**src/logic/charge_seq_pkg.sv**
```systemverilog
// shared constants, state encoding and carrier structs for the charge sequencer
package charge_seq_pkg;

    // clock rate and counter sizing
    localparam int CLK_KHZ = 50000;
    localparam int CNT_W = 28;

    // safety times as printed, in milliseconds
    localparam int EF_PERSIST_MS = 200;
    localparam int EF_DISC_MS = 5000;
    localparam int LOCK_CUT_MS = 2000;
    localparam int PILOT_CUT_MS = 30;
    localparam int OV_CUT_MS = 3000;

    // measurement units: current in 100 mA steps, voltage in 1 V steps
    localparam logic [15:0] CUR_5A = 16'h0032;
    localparam logic [15:0] VOLT_10 = 16'h000a;
    localparam logic [15:0] VOLT_20 = 16'h0014;
    localparam logic [15:0] VOLT_60 = 16'h003c;

    // register byte offsets
    localparam logic [7:0] CTRL_OFS = 8'h00;
    localparam logic [7:0] VMAX_OFS = 8'h04;
    localparam logic [7:0] IREQ_OFS = 8'h08;
    localparam logic [7:0] STATUS_OFS = 8'h0c;
    localparam logic [7:0] CMD_OFS = 8'h10;

    // control register fields
    localparam int CTRL_START = 0;
    localparam int CTRL_STOP = 1;
    localparam int CTRL_PARAMS = 2;
    localparam int CTRL_LOCK_SENT = 3;
    localparam int CTRL_SD_SENT = 4;
    localparam int CTRL_WELD_DONE = 5;
    localparam int CTRL_CLEAR = 6;

    // status register fields
    localparam int ST_STATE = 0;
    localparam int ST_D1 = 4;
    localparam int ST_D2 = 5;
    localparam int ST_UNLOCK = 6;
    localparam int ST_ENERGIZE = 7;
    localparam int ST_LOCK_REQ = 8;
    localparam int ST_SD_REQ = 9;
    localparam int ST_FLAGS = 10;
    localparam int ST_MISS = 14;

    // fault flag positions
    localparam int F_EARTH = 0;
    localparam int F_LOCK = 1;
    localparam int F_PILOT = 2;
    localparam int F_OV = 3;

    // reset values
    localparam logic [15:0] VMAX_RST = 16'h0000;
    localparam logic [15:0] IREQ_RST = 16'h0000;

    typedef enum logic [3:0] {
        ST_IDLE = 4'b0000,
        ST_START = 4'b0001,
        ST_LOCK_RPT = 4'b0010,
        ST_PRECHECK = 4'b0011,
        ST_INSUL = 4'b0100,
        ST_POSTCHECK = 4'b0101,
        ST_TRANSFER = 4'b0110,
        ST_SD_ANNOUNCE = 4'b0111,
        ST_SD_RAMP = 4'b1000,
        ST_SD_WELD = 4'b1001,
        ST_SD_OPEN = 4'b1010,
        ST_SD_VCHECK = 4'b1011,
        ST_FAULT = 4'b1100
    } seq_state_e;

    // pin levels from the connector, asynchronous to pclk
    typedef struct packed {
        logic leak_over;
        logic lock_fail;
        logic start_stop_pilot;
        logic second_start_stop_pilot;
        logic charge_permission_pilot;
        logic vehicle_contactor_open;
    } pilot_pins_s;

    // measurement words, produced on pclk by the converter front end
    typedef struct packed {
        logic [15:0] volt;
        logic [15:0] cur;
        logic insul_done;
    } meas_s;

endpackage

```
**src/logic/dc_charge_safety_sequencer.sv**
```systemverilog
// station-side charge sequencer with safety reactions and apb registers
// Operation
// - earth fault: command current below 5 A
// - then open first pilot switch
// - earth fault: below 60 V within 5 s
// - earth fault detected within 1 s
// - declare earth fault only after 0.2 s persistence
// - unlock only with line voltage below 10 V
// - lock failure keeps DC lines de-energized
// - lock failure: below 5 A in 2 s, open
// - no pilot switch opens above 5 A
// - pilot loss: 5 A or less within 30 ms
// - overvoltage: below 5 A within 3 s
// - station pilots out, vehicle permission pilot in
// - start closes first switch, second stays open
// - insulation test waits for permission and parameters
// - report connector locked before insulation test
// - pre-test: contactors open, below 10 V
// - post-test below 20 V, then close second
// - earth fault monitor active during insulation test
// - transfer follows vehicle requested current
// - shutdown: announce, then reduce to 5 A
// - normal shutdown: switches closed until weld check
// - after switches open, below 10 V before unlock
module dc_charge_safety_sequencer
    import charge_seq_pkg::*;
#(
    parameter logic [CNT_W-1:0] EF_PERSIST_CYC = CNT_W'(EF_PERSIST_MS * CLK_KHZ + 1),
    parameter logic [CNT_W-1:0] EF_DISC_CYC = CNT_W'(EF_DISC_MS * CLK_KHZ),
    parameter logic [CNT_W-1:0] LOCK_CUT_CYC = CNT_W'(LOCK_CUT_MS * CLK_KHZ),
    parameter logic [CNT_W-1:0] PILOT_CUT_CYC = CNT_W'(PILOT_CUT_MS * CLK_KHZ),
    parameter logic [CNT_W-1:0] OV_CUT_CYC = CNT_W'(OV_CUT_MS * CLK_KHZ)
) (
    input wire logic pclk,
    input wire logic presetn,
    input wire logic psel,
    input wire logic penable,
    input wire logic pwrite,
    input wire logic [7:0] paddr,
    input wire logic [31:0] pwdata,
    output logic [31:0] prdata,
    output logic pready,
    output logic pslverr,
    input wire pilot_pins_s pins,
    input wire meas_s meas,
    output logic first_pilot_switch,
    output logic second_pilot_switch,
    output logic lock_release,
    output logic output_energize,
    output logic insul_test_enable,
    output logic [15:0] current_command
);

    typedef struct packed {
        seq_state_e st;
        logic [5:0] sync1;
        logic [5:0] sync2;
        logic [CNT_W-1:0] ef_cnt;
        logic [CNT_W-1:0] dl_cnt;
        logic dl_run;
        logic [3:0] flags;
        logic miss;
        logic d1;
        logic d2;
        logic unlock;
        logic energize;
        logic insul;
        logic [15:0] cur_cmd;
        logic [3:0] ctrl_lvl;
        logic start_p;
        logic stop_p;
        logic clear_p;
        logic [15:0] vmax;
        logic [15:0] ireq;
        logic pready;
        logic pslverr;
        logic [31:0] prdata;
    } regs_s;

    localparam regs_s REGS_RST = '{
        st: ST_IDLE,
        sync1: 6'h00,
        sync2: 6'h00,
        ef_cnt: '0,
        dl_cnt: '0,
        dl_run: 1'b0,
        flags: 4'h0,
        miss: 1'b0,
        d1: 1'b0,
        d2: 1'b0,
        unlock: 1'b1,
        energize: 1'b0,
        insul: 1'b0,
        cur_cmd: 16'h0000,
        ctrl_lvl: 4'h0,
        start_p: 1'b0,
        stop_p: 1'b0,
        clear_p: 1'b0,
        vmax: VMAX_RST,
        ireq: IREQ_RST,
        pready: 1'b0,
        pslverr: 1'b0,
        prdata: 32'h0000_0000
    };

    regs_s r;
    regs_s next_r;

    pilot_pins_s pin_s;
    logic cur_ok;
    logic active;
    logic charging;
    logic [3:0] fault_event;
    logic [3:0] new_flags;
    logic [CNT_W-1:0] cand;
    logic cand_valid;
    logic d1_open_req;
    logic d2_open_req;
    logic apb_access;
    logic [31:0] status_word;

    ////////////////////////////////////////////////////////////////////////
    // combinational helpers

    always_comb begin
        pin_s = pilot_pins_s'(r.sync2);
        cur_ok = (meas.cur <= CUR_5A);
        active = (r.st != ST_IDLE);
        // current may still flow while the shutdown is being announced
        charging = (r.st == ST_TRANSFER) || (r.st == ST_SD_ANNOUNCE);
        apb_access = psel && penable && !r.pready;
        status_word = 32'h0000_0000;
        status_word[ST_STATE +: 4] = r.st;
        status_word[ST_D1] = r.d1;
        status_word[ST_D2] = r.d2;
        status_word[ST_UNLOCK] = r.unlock;
        status_word[ST_ENERGIZE] = r.energize;
        status_word[ST_LOCK_REQ] = (r.st == ST_LOCK_RPT);
        status_word[ST_SD_REQ] = (r.st == ST_SD_ANNOUNCE);
        status_word[ST_FLAGS +: 4] = r.flags;
        status_word[ST_MISS] = r.miss;
        // fault events; earth fault watched in every active state incl. test
        fault_event = 4'h0;
        fault_event[F_EARTH] = active && (r.ef_cnt >= EF_PERSIST_CYC);
        fault_event[F_LOCK] = charging && pin_s.lock_fail;
        fault_event[F_PILOT] = (r.st == ST_INSUL || charging)
            && (!pin_s.start_stop_pilot || (r.d2 && !pin_s.second_start_stop_pilot));
        fault_event[F_OV] = charging && (meas.volt > r.vmax);
        new_flags = fault_event & ~r.flags;
        // shortest deadline among the faults raised this cycle
        cand = '1;
        cand_valid = 1'b0;
        if (new_flags[F_PILOT]) begin
            cand = PILOT_CUT_CYC;
            cand_valid = 1'b1;
        end else if (new_flags[F_LOCK]) begin
            cand = LOCK_CUT_CYC;
            cand_valid = 1'b1;
        end else if (new_flags[F_OV]) begin
            cand = OV_CUT_CYC;
            cand_valid = 1'b1;
        end else if (new_flags[F_EARTH]) begin
            cand = EF_DISC_CYC;
            cand_valid = 1'b1;
        end
        d1_open_req = (r.st == ST_IDLE) || (r.st == ST_FAULT) || (r.st == ST_SD_OPEN)
            || (r.st == ST_SD_VCHECK);
        d2_open_req = d1_open_req || (r.st == ST_START) || (r.st == ST_LOCK_RPT)
            || (r.st == ST_PRECHECK) || (r.st == ST_INSUL) || (r.st == ST_POSTCHECK);
    end

    ////////////////////////////////////////////////////////////////////////
    // next state

    always_comb begin
        next_r = r;
        next_r.sync1 = pins;
        next_r.sync2 = r.sync1;
        next_r.start_p = 1'b0;
        next_r.stop_p = 1'b0;
        next_r.clear_p = 1'b0;

        // apb slave, one wait state per access
        next_r.pready = apb_access;
        next_r.pslverr = 1'b0;
        next_r.prdata = 32'h0000_0000;
        if (psel && penable) begin
            case (paddr)
                CTRL_OFS: begin
                    next_r.prdata = {28'h0000000, r.ctrl_lvl} << CTRL_PARAMS;
                    if (pwrite && r.pready) begin
                        next_r.start_p = pwdata[CTRL_START];
                        next_r.stop_p = pwdata[CTRL_STOP];
                        next_r.clear_p = pwdata[CTRL_CLEAR];
                        next_r.ctrl_lvl = pwdata[CTRL_PARAMS +: 4];
                    end
                end
                VMAX_OFS: begin
                    next_r.prdata = {16'h0000, r.vmax};
                    if (pwrite && r.pready) begin
                        next_r.vmax = pwdata[15:0];
                    end
                end
                IREQ_OFS: begin
                    next_r.prdata = {16'h0000, r.ireq};
                    if (pwrite && r.pready) begin
                        next_r.ireq = pwdata[15:0];
                    end
                end
                STATUS_OFS: begin
                    next_r.prdata = status_word;
                end
                CMD_OFS: begin
                    next_r.prdata = {16'h0000, r.cur_cmd};
                end
                default: begin
                    next_r.pslverr = 1'b1;
                end
            endcase
        end
        if (!apb_access) begin
            next_r.prdata = 32'h0000_0000;
            next_r.pslverr = 1'b0;
        end

        // earth leakage persistence, continuous comparison
        if (pin_s.leak_over && active) begin
            if (r.ef_cnt < EF_PERSIST_CYC) begin
                next_r.ef_cnt = r.ef_cnt + 1'b1;
            end
        end else begin
            next_r.ef_cnt = '0;
        end

        // sticky fault flags: a new event beats a clear in the same cycle
        if (r.clear_p && r.st == ST_FAULT) begin
            next_r.flags = fault_event;
            next_r.miss = 1'b0;
        end else begin
            next_r.flags = r.flags | fault_event;
        end

        // one deadline counter; a tighter new deadline replaces a looser one
        if (cand_valid && (!r.dl_run || cand < r.dl_cnt)) begin
            next_r.dl_cnt = cand;
            next_r.dl_run = 1'b1;
        end else if (r.dl_run) begin
            if (cur_ok && (!r.flags[F_EARTH] || meas.volt < VOLT_60)) begin
                next_r.dl_run = 1'b0;
            end else if (r.dl_cnt <= 1) begin
                next_r.dl_run = 1'b0;
                next_r.miss = 1'b1;
            end else begin
                next_r.dl_cnt = r.dl_cnt - 1'b1;
            end
        end

        // sequencer
        next_r.insul = 1'b0;
        next_r.cur_cmd = 16'h0000;
        case (r.st)
            ST_IDLE: begin
                if (r.start_p && !pin_s.lock_fail) begin
                    next_r.st = ST_START;
                    next_r.unlock = 1'b0;
                end
            end
            ST_START: begin
                if (pin_s.charge_permission_pilot && r.ctrl_lvl[CTRL_PARAMS - CTRL_PARAMS]) begin
                    next_r.st = ST_LOCK_RPT;
                end
            end
            ST_LOCK_RPT: begin
                if (r.ctrl_lvl[CTRL_LOCK_SENT - CTRL_PARAMS]) begin
                    next_r.st = ST_PRECHECK;
                end
            end
            ST_PRECHECK: begin
                if (meas.volt > VOLT_10) begin
                    next_r.st = ST_SD_ANNOUNCE;
                end else if (meas.volt < VOLT_10 && pin_s.vehicle_contactor_open) begin
                    next_r.st = ST_INSUL;
                end
            end
            ST_INSUL: begin
                next_r.insul = 1'b1;
                if (meas.insul_done) begin
                    next_r.insul = 1'b0;
                    next_r.st = ST_POSTCHECK;
                end
            end
            ST_POSTCHECK: begin
                if (meas.volt < VOLT_20) begin
                    next_r.st = ST_TRANSFER;
                end
            end
            ST_TRANSFER: begin
                next_r.cur_cmd = r.ireq;
                if (!pin_s.charge_permission_pilot || r.stop_p) begin
                    next_r.st = ST_SD_ANNOUNCE;
                end
            end
            ST_SD_ANNOUNCE: begin
                next_r.cur_cmd = r.cur_cmd;
                if (r.ctrl_lvl[CTRL_SD_SENT - CTRL_PARAMS]) begin
                    next_r.st = ST_SD_RAMP;
                end
            end
            ST_SD_RAMP: begin
                if (cur_ok) begin
                    next_r.st = ST_SD_WELD;
                end
            end
            ST_SD_WELD: begin
                if (r.ctrl_lvl[CTRL_WELD_DONE - CTRL_PARAMS]) begin
                    next_r.st = ST_SD_OPEN;
                end
            end
            ST_SD_OPEN: begin
                if (!r.d1 && !r.d2) begin
                    next_r.st = ST_SD_VCHECK;
                end
            end
            ST_SD_VCHECK: begin
                if (meas.volt < VOLT_10) begin
                    next_r.unlock = 1'b1;
                    next_r.st = ST_IDLE;
                end
            end
            ST_FAULT: begin
                // current is already commanded to zero; switches follow below
                if (!r.d1 && !r.d2 && meas.volt < VOLT_10) begin
                    next_r.unlock = 1'b1;
                end
                if (r.clear_p && r.unlock && fault_event == 4'h0) begin
                    next_r.st = ST_IDLE;
                end
            end
            default: begin
                next_r.st = ST_FAULT;
            end
        endcase

        // any fault overrides the sequence and drops the command at once
        if (fault_event != 4'h0 && r.st != ST_FAULT && r.st != ST_IDLE) begin
            next_r.st = ST_FAULT;
            next_r.cur_cmd = 16'h0000;
            next_r.insul = 1'b0;
        end

        // pilot switches: an opening waits until current is at or below 5 A
        if (d1_open_req) begin
            if (cur_ok) begin
                next_r.d1 = 1'b0;
            end
        end else begin
            next_r.d1 = 1'b1;
        end
        if (d2_open_req) begin
            if (cur_ok) begin
                next_r.d2 = 1'b0;
            end
        end else if (r.st == ST_TRANSFER) begin
            next_r.d2 = 1'b1;
        end

        // power path: never while a lock or latch failure is reported
        next_r.energize = !pin_s.lock_fail && (next_r.st == ST_INSUL
            || next_r.st == ST_POSTCHECK || next_r.st == ST_TRANSFER);
    end

    ////////////////////////////////////////////////////////////////////////
    // state register

    always_ff @(posedge pclk or negedge presetn) begin
        if (!presetn) begin
            r <= REGS_RST;
        end else begin
            r <= next_r;
        end
    end

    assign prdata = r.prdata;
    assign pready = r.pready;
    assign pslverr = r.pslverr;
    assign first_pilot_switch = r.d1;
    assign second_pilot_switch = r.d2;
    assign lock_release = r.unlock;
    assign output_energize = r.energize;
    assign insul_test_enable = r.insul;
    assign current_command = r.cur_cmd;

endmodule

```
**config.mk**
```make
export PLATFORM = sky130hd
export DESIGN_NAME = dc_charge_safety_sequencer
export DESIGN_NICKNAME = d
export VERILOG_FILES = /design/src/logic/charge_seq_pkg.sv /design/src/logic/dc_charge_safety_sequencer.sv
export SDC_FILE = /design/constraint.sdc
export NUM_CORES = 1
export LEC_CHECK = 0
export BUFFER_PORTS_ARGS = -buffer_cell sky130_fd_sc_hd__buf_2
export CAP_MARGIN = 20
export CORE_ASPECT_RATIO = 2
export CORE_MARGIN = 4
export CORE_UTILIZATION = 52
export CTS_CLUSTER_DIAMETER = 200
export DETAILED_ROUTE_END_ITERATION = 12
export PLACE_DENSITY = 0.74
export SYNTH_ARGS = -nofsm -noshare
export SYNTH_HDL_FRONTEND = slang
export SYNTH_SLANG_ARGS = --single-unit
export TNS_END_PERCENT = 20
```
**constraint.sdc**
```tcl
create_clock -name pclk -period 9.1 [get_ports pclk]
set_input_delay 0.455 -clock pclk [delete_from_list [all_inputs] [get_ports pclk]]
set_output_delay 0.455 -clock pclk [all_outputs]
set_load 0.005 [all_outputs]
```
==> results_dict.tcl <==
set metrics [dict create \
    routedWlPerCell_um 18.6 \
    syn_to_final_growth_pct 11.9 \
    synthCells 931 \
    vias_per_cell 5.93 \
    fin_area_sq_um 10100 \
    path_cells "nand2b_1 > a211o_1 > nor2_4 > inv_2 > nand2_1 > inv_1 > nand2_2 > inv_2 > and2_1 > ha_1 > nor2b_1 > o211ai_1 > a21oi_1 > o21ai_0 > a21oi_1 > a211oi_4 > buf_4 > mux2i_1" \
    required_ps 9440 \
    drcViolationCount 0 \
    nFillCells 1437 \
    ys_types 74 \
    drt_iter0_drc 308 \
    synth_area_leaders "dfrtp_1, ha_1, nor2_1, buf_4, mux2_2" \
    hold_class "in -> async" \
    detail-route-antenna-nets 0 \
    min_period_ps 5050 \
    drive_above_1_share_pct 19.5 \
    p_leak_nw 4.75 \
    finalClockSkew_ps 12.5 \
    synth_edf_count 0 \
    synthArstFlopShare_pct 100 \
    cts_made_buffers 17 \
    initial_core_util_pct 53.4 \
    synth_area_sq_um 9000 \
    worst_r2r_path_depth 18 \
    cts_buffer_depth 2 \
    clk_pin_slew_ps 60 \
    pre_cts_slack_ps 4000 \
    grt_pass1_wl_mm 36.5 \
    synth_xor_xnor_area_share_pct 4.67 \
    synthFlopType "dfrtp_1" \
    met2_length_mm 12.3 \
    rows 67 \
    setup_violations 0 \
    gp_routability_congestion 0.920 \
    intPower_mw 1.39 \
    worstSetupPathType "reg -> reg" \
    yosysSeqAreaShare_pct 43.4 \
    timing.rr.start "r[170]" \
    slowest_stage "dfrtp_1" \
    overflow 0 \
    setup_ws_ps 4050 \
    p_comb_share_pct 22.7 \
    setup.worst_path.start "r[170]" \
    io_pins 139 \
    synth_top_family_by_area "simple AND/OR/NAND/NOR gates" \
    power_frac_seq_pct 41.7 \
    ir_drop_mv 0.150 \
    grt_pass1_vias 7214 \
    power_switching_mw 0.652 \
    swShare_pct 31.9 \
    synth_simple_gate_area_share_pct 19.2 \
    maxSlewViolCount 0 \
    hold_ws_ps 53.8 \
    track_usage_pct 23.7 \
    post-route-period-util_pct 55.5 \
    clkPwrFrac_pct 35.6 \
    firstDrtPassIters 5 \
    portBuffers 106 \
    wl_met3_mm 1.14 \
    cts-resized-gates 0 \
    start_kind "register" \
    postSynthAreaPerCell_sq_um 9.66 \
    grt_start_max_net_pins 81 \
    yosys.area.top_type "dfrtp_1" \
    die_w_um 101 \
    final_core_util_pct 59.8 \
    cts_setup_buffers 0 \
    fin_cells 1223 \
    wl_mm 22.8 \
    rsz0062_at_grt "no" \
    dpl.cell_count 1190 \
    placed_area_sq_um 9430 \
    coreArea_sq_um 16800 \
    cap_viol_max_count 0 \
    antenna_found_initial 2 \
    die_h_um 194 \
    setup_tns_ps 0 \
    hold_viol 0 \
    cpPeakStageDelay_ps 880 \
    r2r-end "r[112]" \
    cts_tree "done" \
    muxShareOfSynthArea_pct 5.38 \
    cts_root_buf "clkbuf_16" \
    fmax_mhz 198 \
    wl_met1_mm 7.97 \
    synth_compound_area_share_pct 12.7 \
    highest_layer "met4" \
    worst_skew_pair.late_latency_ps 420 \
    r2r_setup_slack_ps 4050 \
    ys_top_cells_by_count "dfrtp_1, nor2_1, inv_1, nand2_1, buf_4" \
    synth_fa_ha_area_share_pct 6.54 \
    total_power_mw 2.05 \
    powerDensity_nw_per_um2 203 \
    dieArea_sq_um 19600 \
    outcome "finished, final reports clean" \
    fin_nets 1134 \
    ys_seq_elements 156 \
    yosysMostFrequentCell "dfrtp_1" \
    netlist.area_leader.share_pct 43.1 \
    vias 7254 \
    relSlewSlack_pct 27.7 \
    yosysWarningCount 0 \
    ctsHtreeMaxLevel 4 \
    endpoint_kind "register" \
    clock_sinks 156 \
    tightest_slew_ps 1090 \
    crit_fanout 26 \
    arrival_ps 5390 \
    dp_hpwl_mm 16.8 \
    ctsHoldBuffers 0 \
]
==> cell usage in the layout (no fill, tap or decap), drive strengths merged, types with 7 or more instances in the layout <==
| master | instances |
|---|---|
| dfrtp | 155 |
| buf | 116 |
| nor2 | 112 |
| inv | 64 |
| nand2 | 52 |
| ha | 47 |
| xnor2 | 32 |
| o21ai | 32 |
| a21oi | 30 |
| nand3 | 29 |
| mux2 | 27 |
| nor3 | 24 |
| clkbuf | 20 |
| nor4 | 20 |
| nand4 | 19 |
| mux2i | 18 |
| a22oi | 17 |
| xor2 | 16 |
| conb | 16 |
| and3 | 14 |
| and2 | 13 |
| a221oi | 11 |
| or4 | 11 |
| nand2b | 10 |
| a31oi | 9 |
| a21o | 8 |
| a2bb2oi | 8 |
| and4 | 7 |
==> flip-flops by register name, indices dropped and copies added, names as in the netlist <==
signal               cells
r                      105
current_command         16
prdata                  16
next_r                   6
pin_s                    6
first_pilot_switch       1
insul_test_enable        1
lock_release             1
output_energize          1
pready                   1
pslverr                  1
second_pilot_switch      1
==> how the worst max path moves through the flow <==
stage,end,cells past startpoint
2_1_floorplan,r[126],17
3_3_place_gp,r[105],17
3_5_place_dp,r[112],17
4_1_cts,r[112],18
5_1_grt,r[105],15
6_report,r[112],18
==> logic make-up after synthesis <==
| logic type | count (synthesis) |
|---|---|
| simple gates | 331 |
| fa+ha+maj | 47 |
| other cells | 1 |
| compound gates | 162 |
| xor+xnor | 48 |
| flops | 156 |
| buf+inv | 141 |
| mux | 45 |
==> power by group through the flow <==
stage               sequential (mW)  clock, mW  combinational, mW
CTS                           0.851      0.741              0.464
global placement              0.862          0              0.450
finish                        0.853      0.728              0.465
global route                  0.865      0.769              0.531
detailed placement            0.863          0              0.460
floorplan                     0.810          0              0.373
==> layout make-up <==
cell class                      count  area (sq um)  area share, %
Antenna cell                        2          5.00         0.0497
Clock buffer                       20           467           4.63
Clock inverter                     10           140           1.39
Inverter                           63           236           2.35
Multi-Input combinational cell    649          4430           43.9
Sequential cell                   156          3910           38.8
Tap cell                          207           259           2.57
Timing Repair Buffer              116           632           6.27
==> critical path, delay by kind of cell, from the launching register on <==
family,cells,cell delay [ps]
buf+inv,4,710
simple gates,6,1350
mux,1,220
compound gates,6,1500
flops,1,880
fa+ha+maj,1,300
==> layer usage <==
layer	global-route usage, %	vias up
met1	26.2	3547
met5	0	-
met4	15.6	0
li1	-	3372
met2	41.1	252
met3	3.60	83
(Power assumes the default switching activity.)
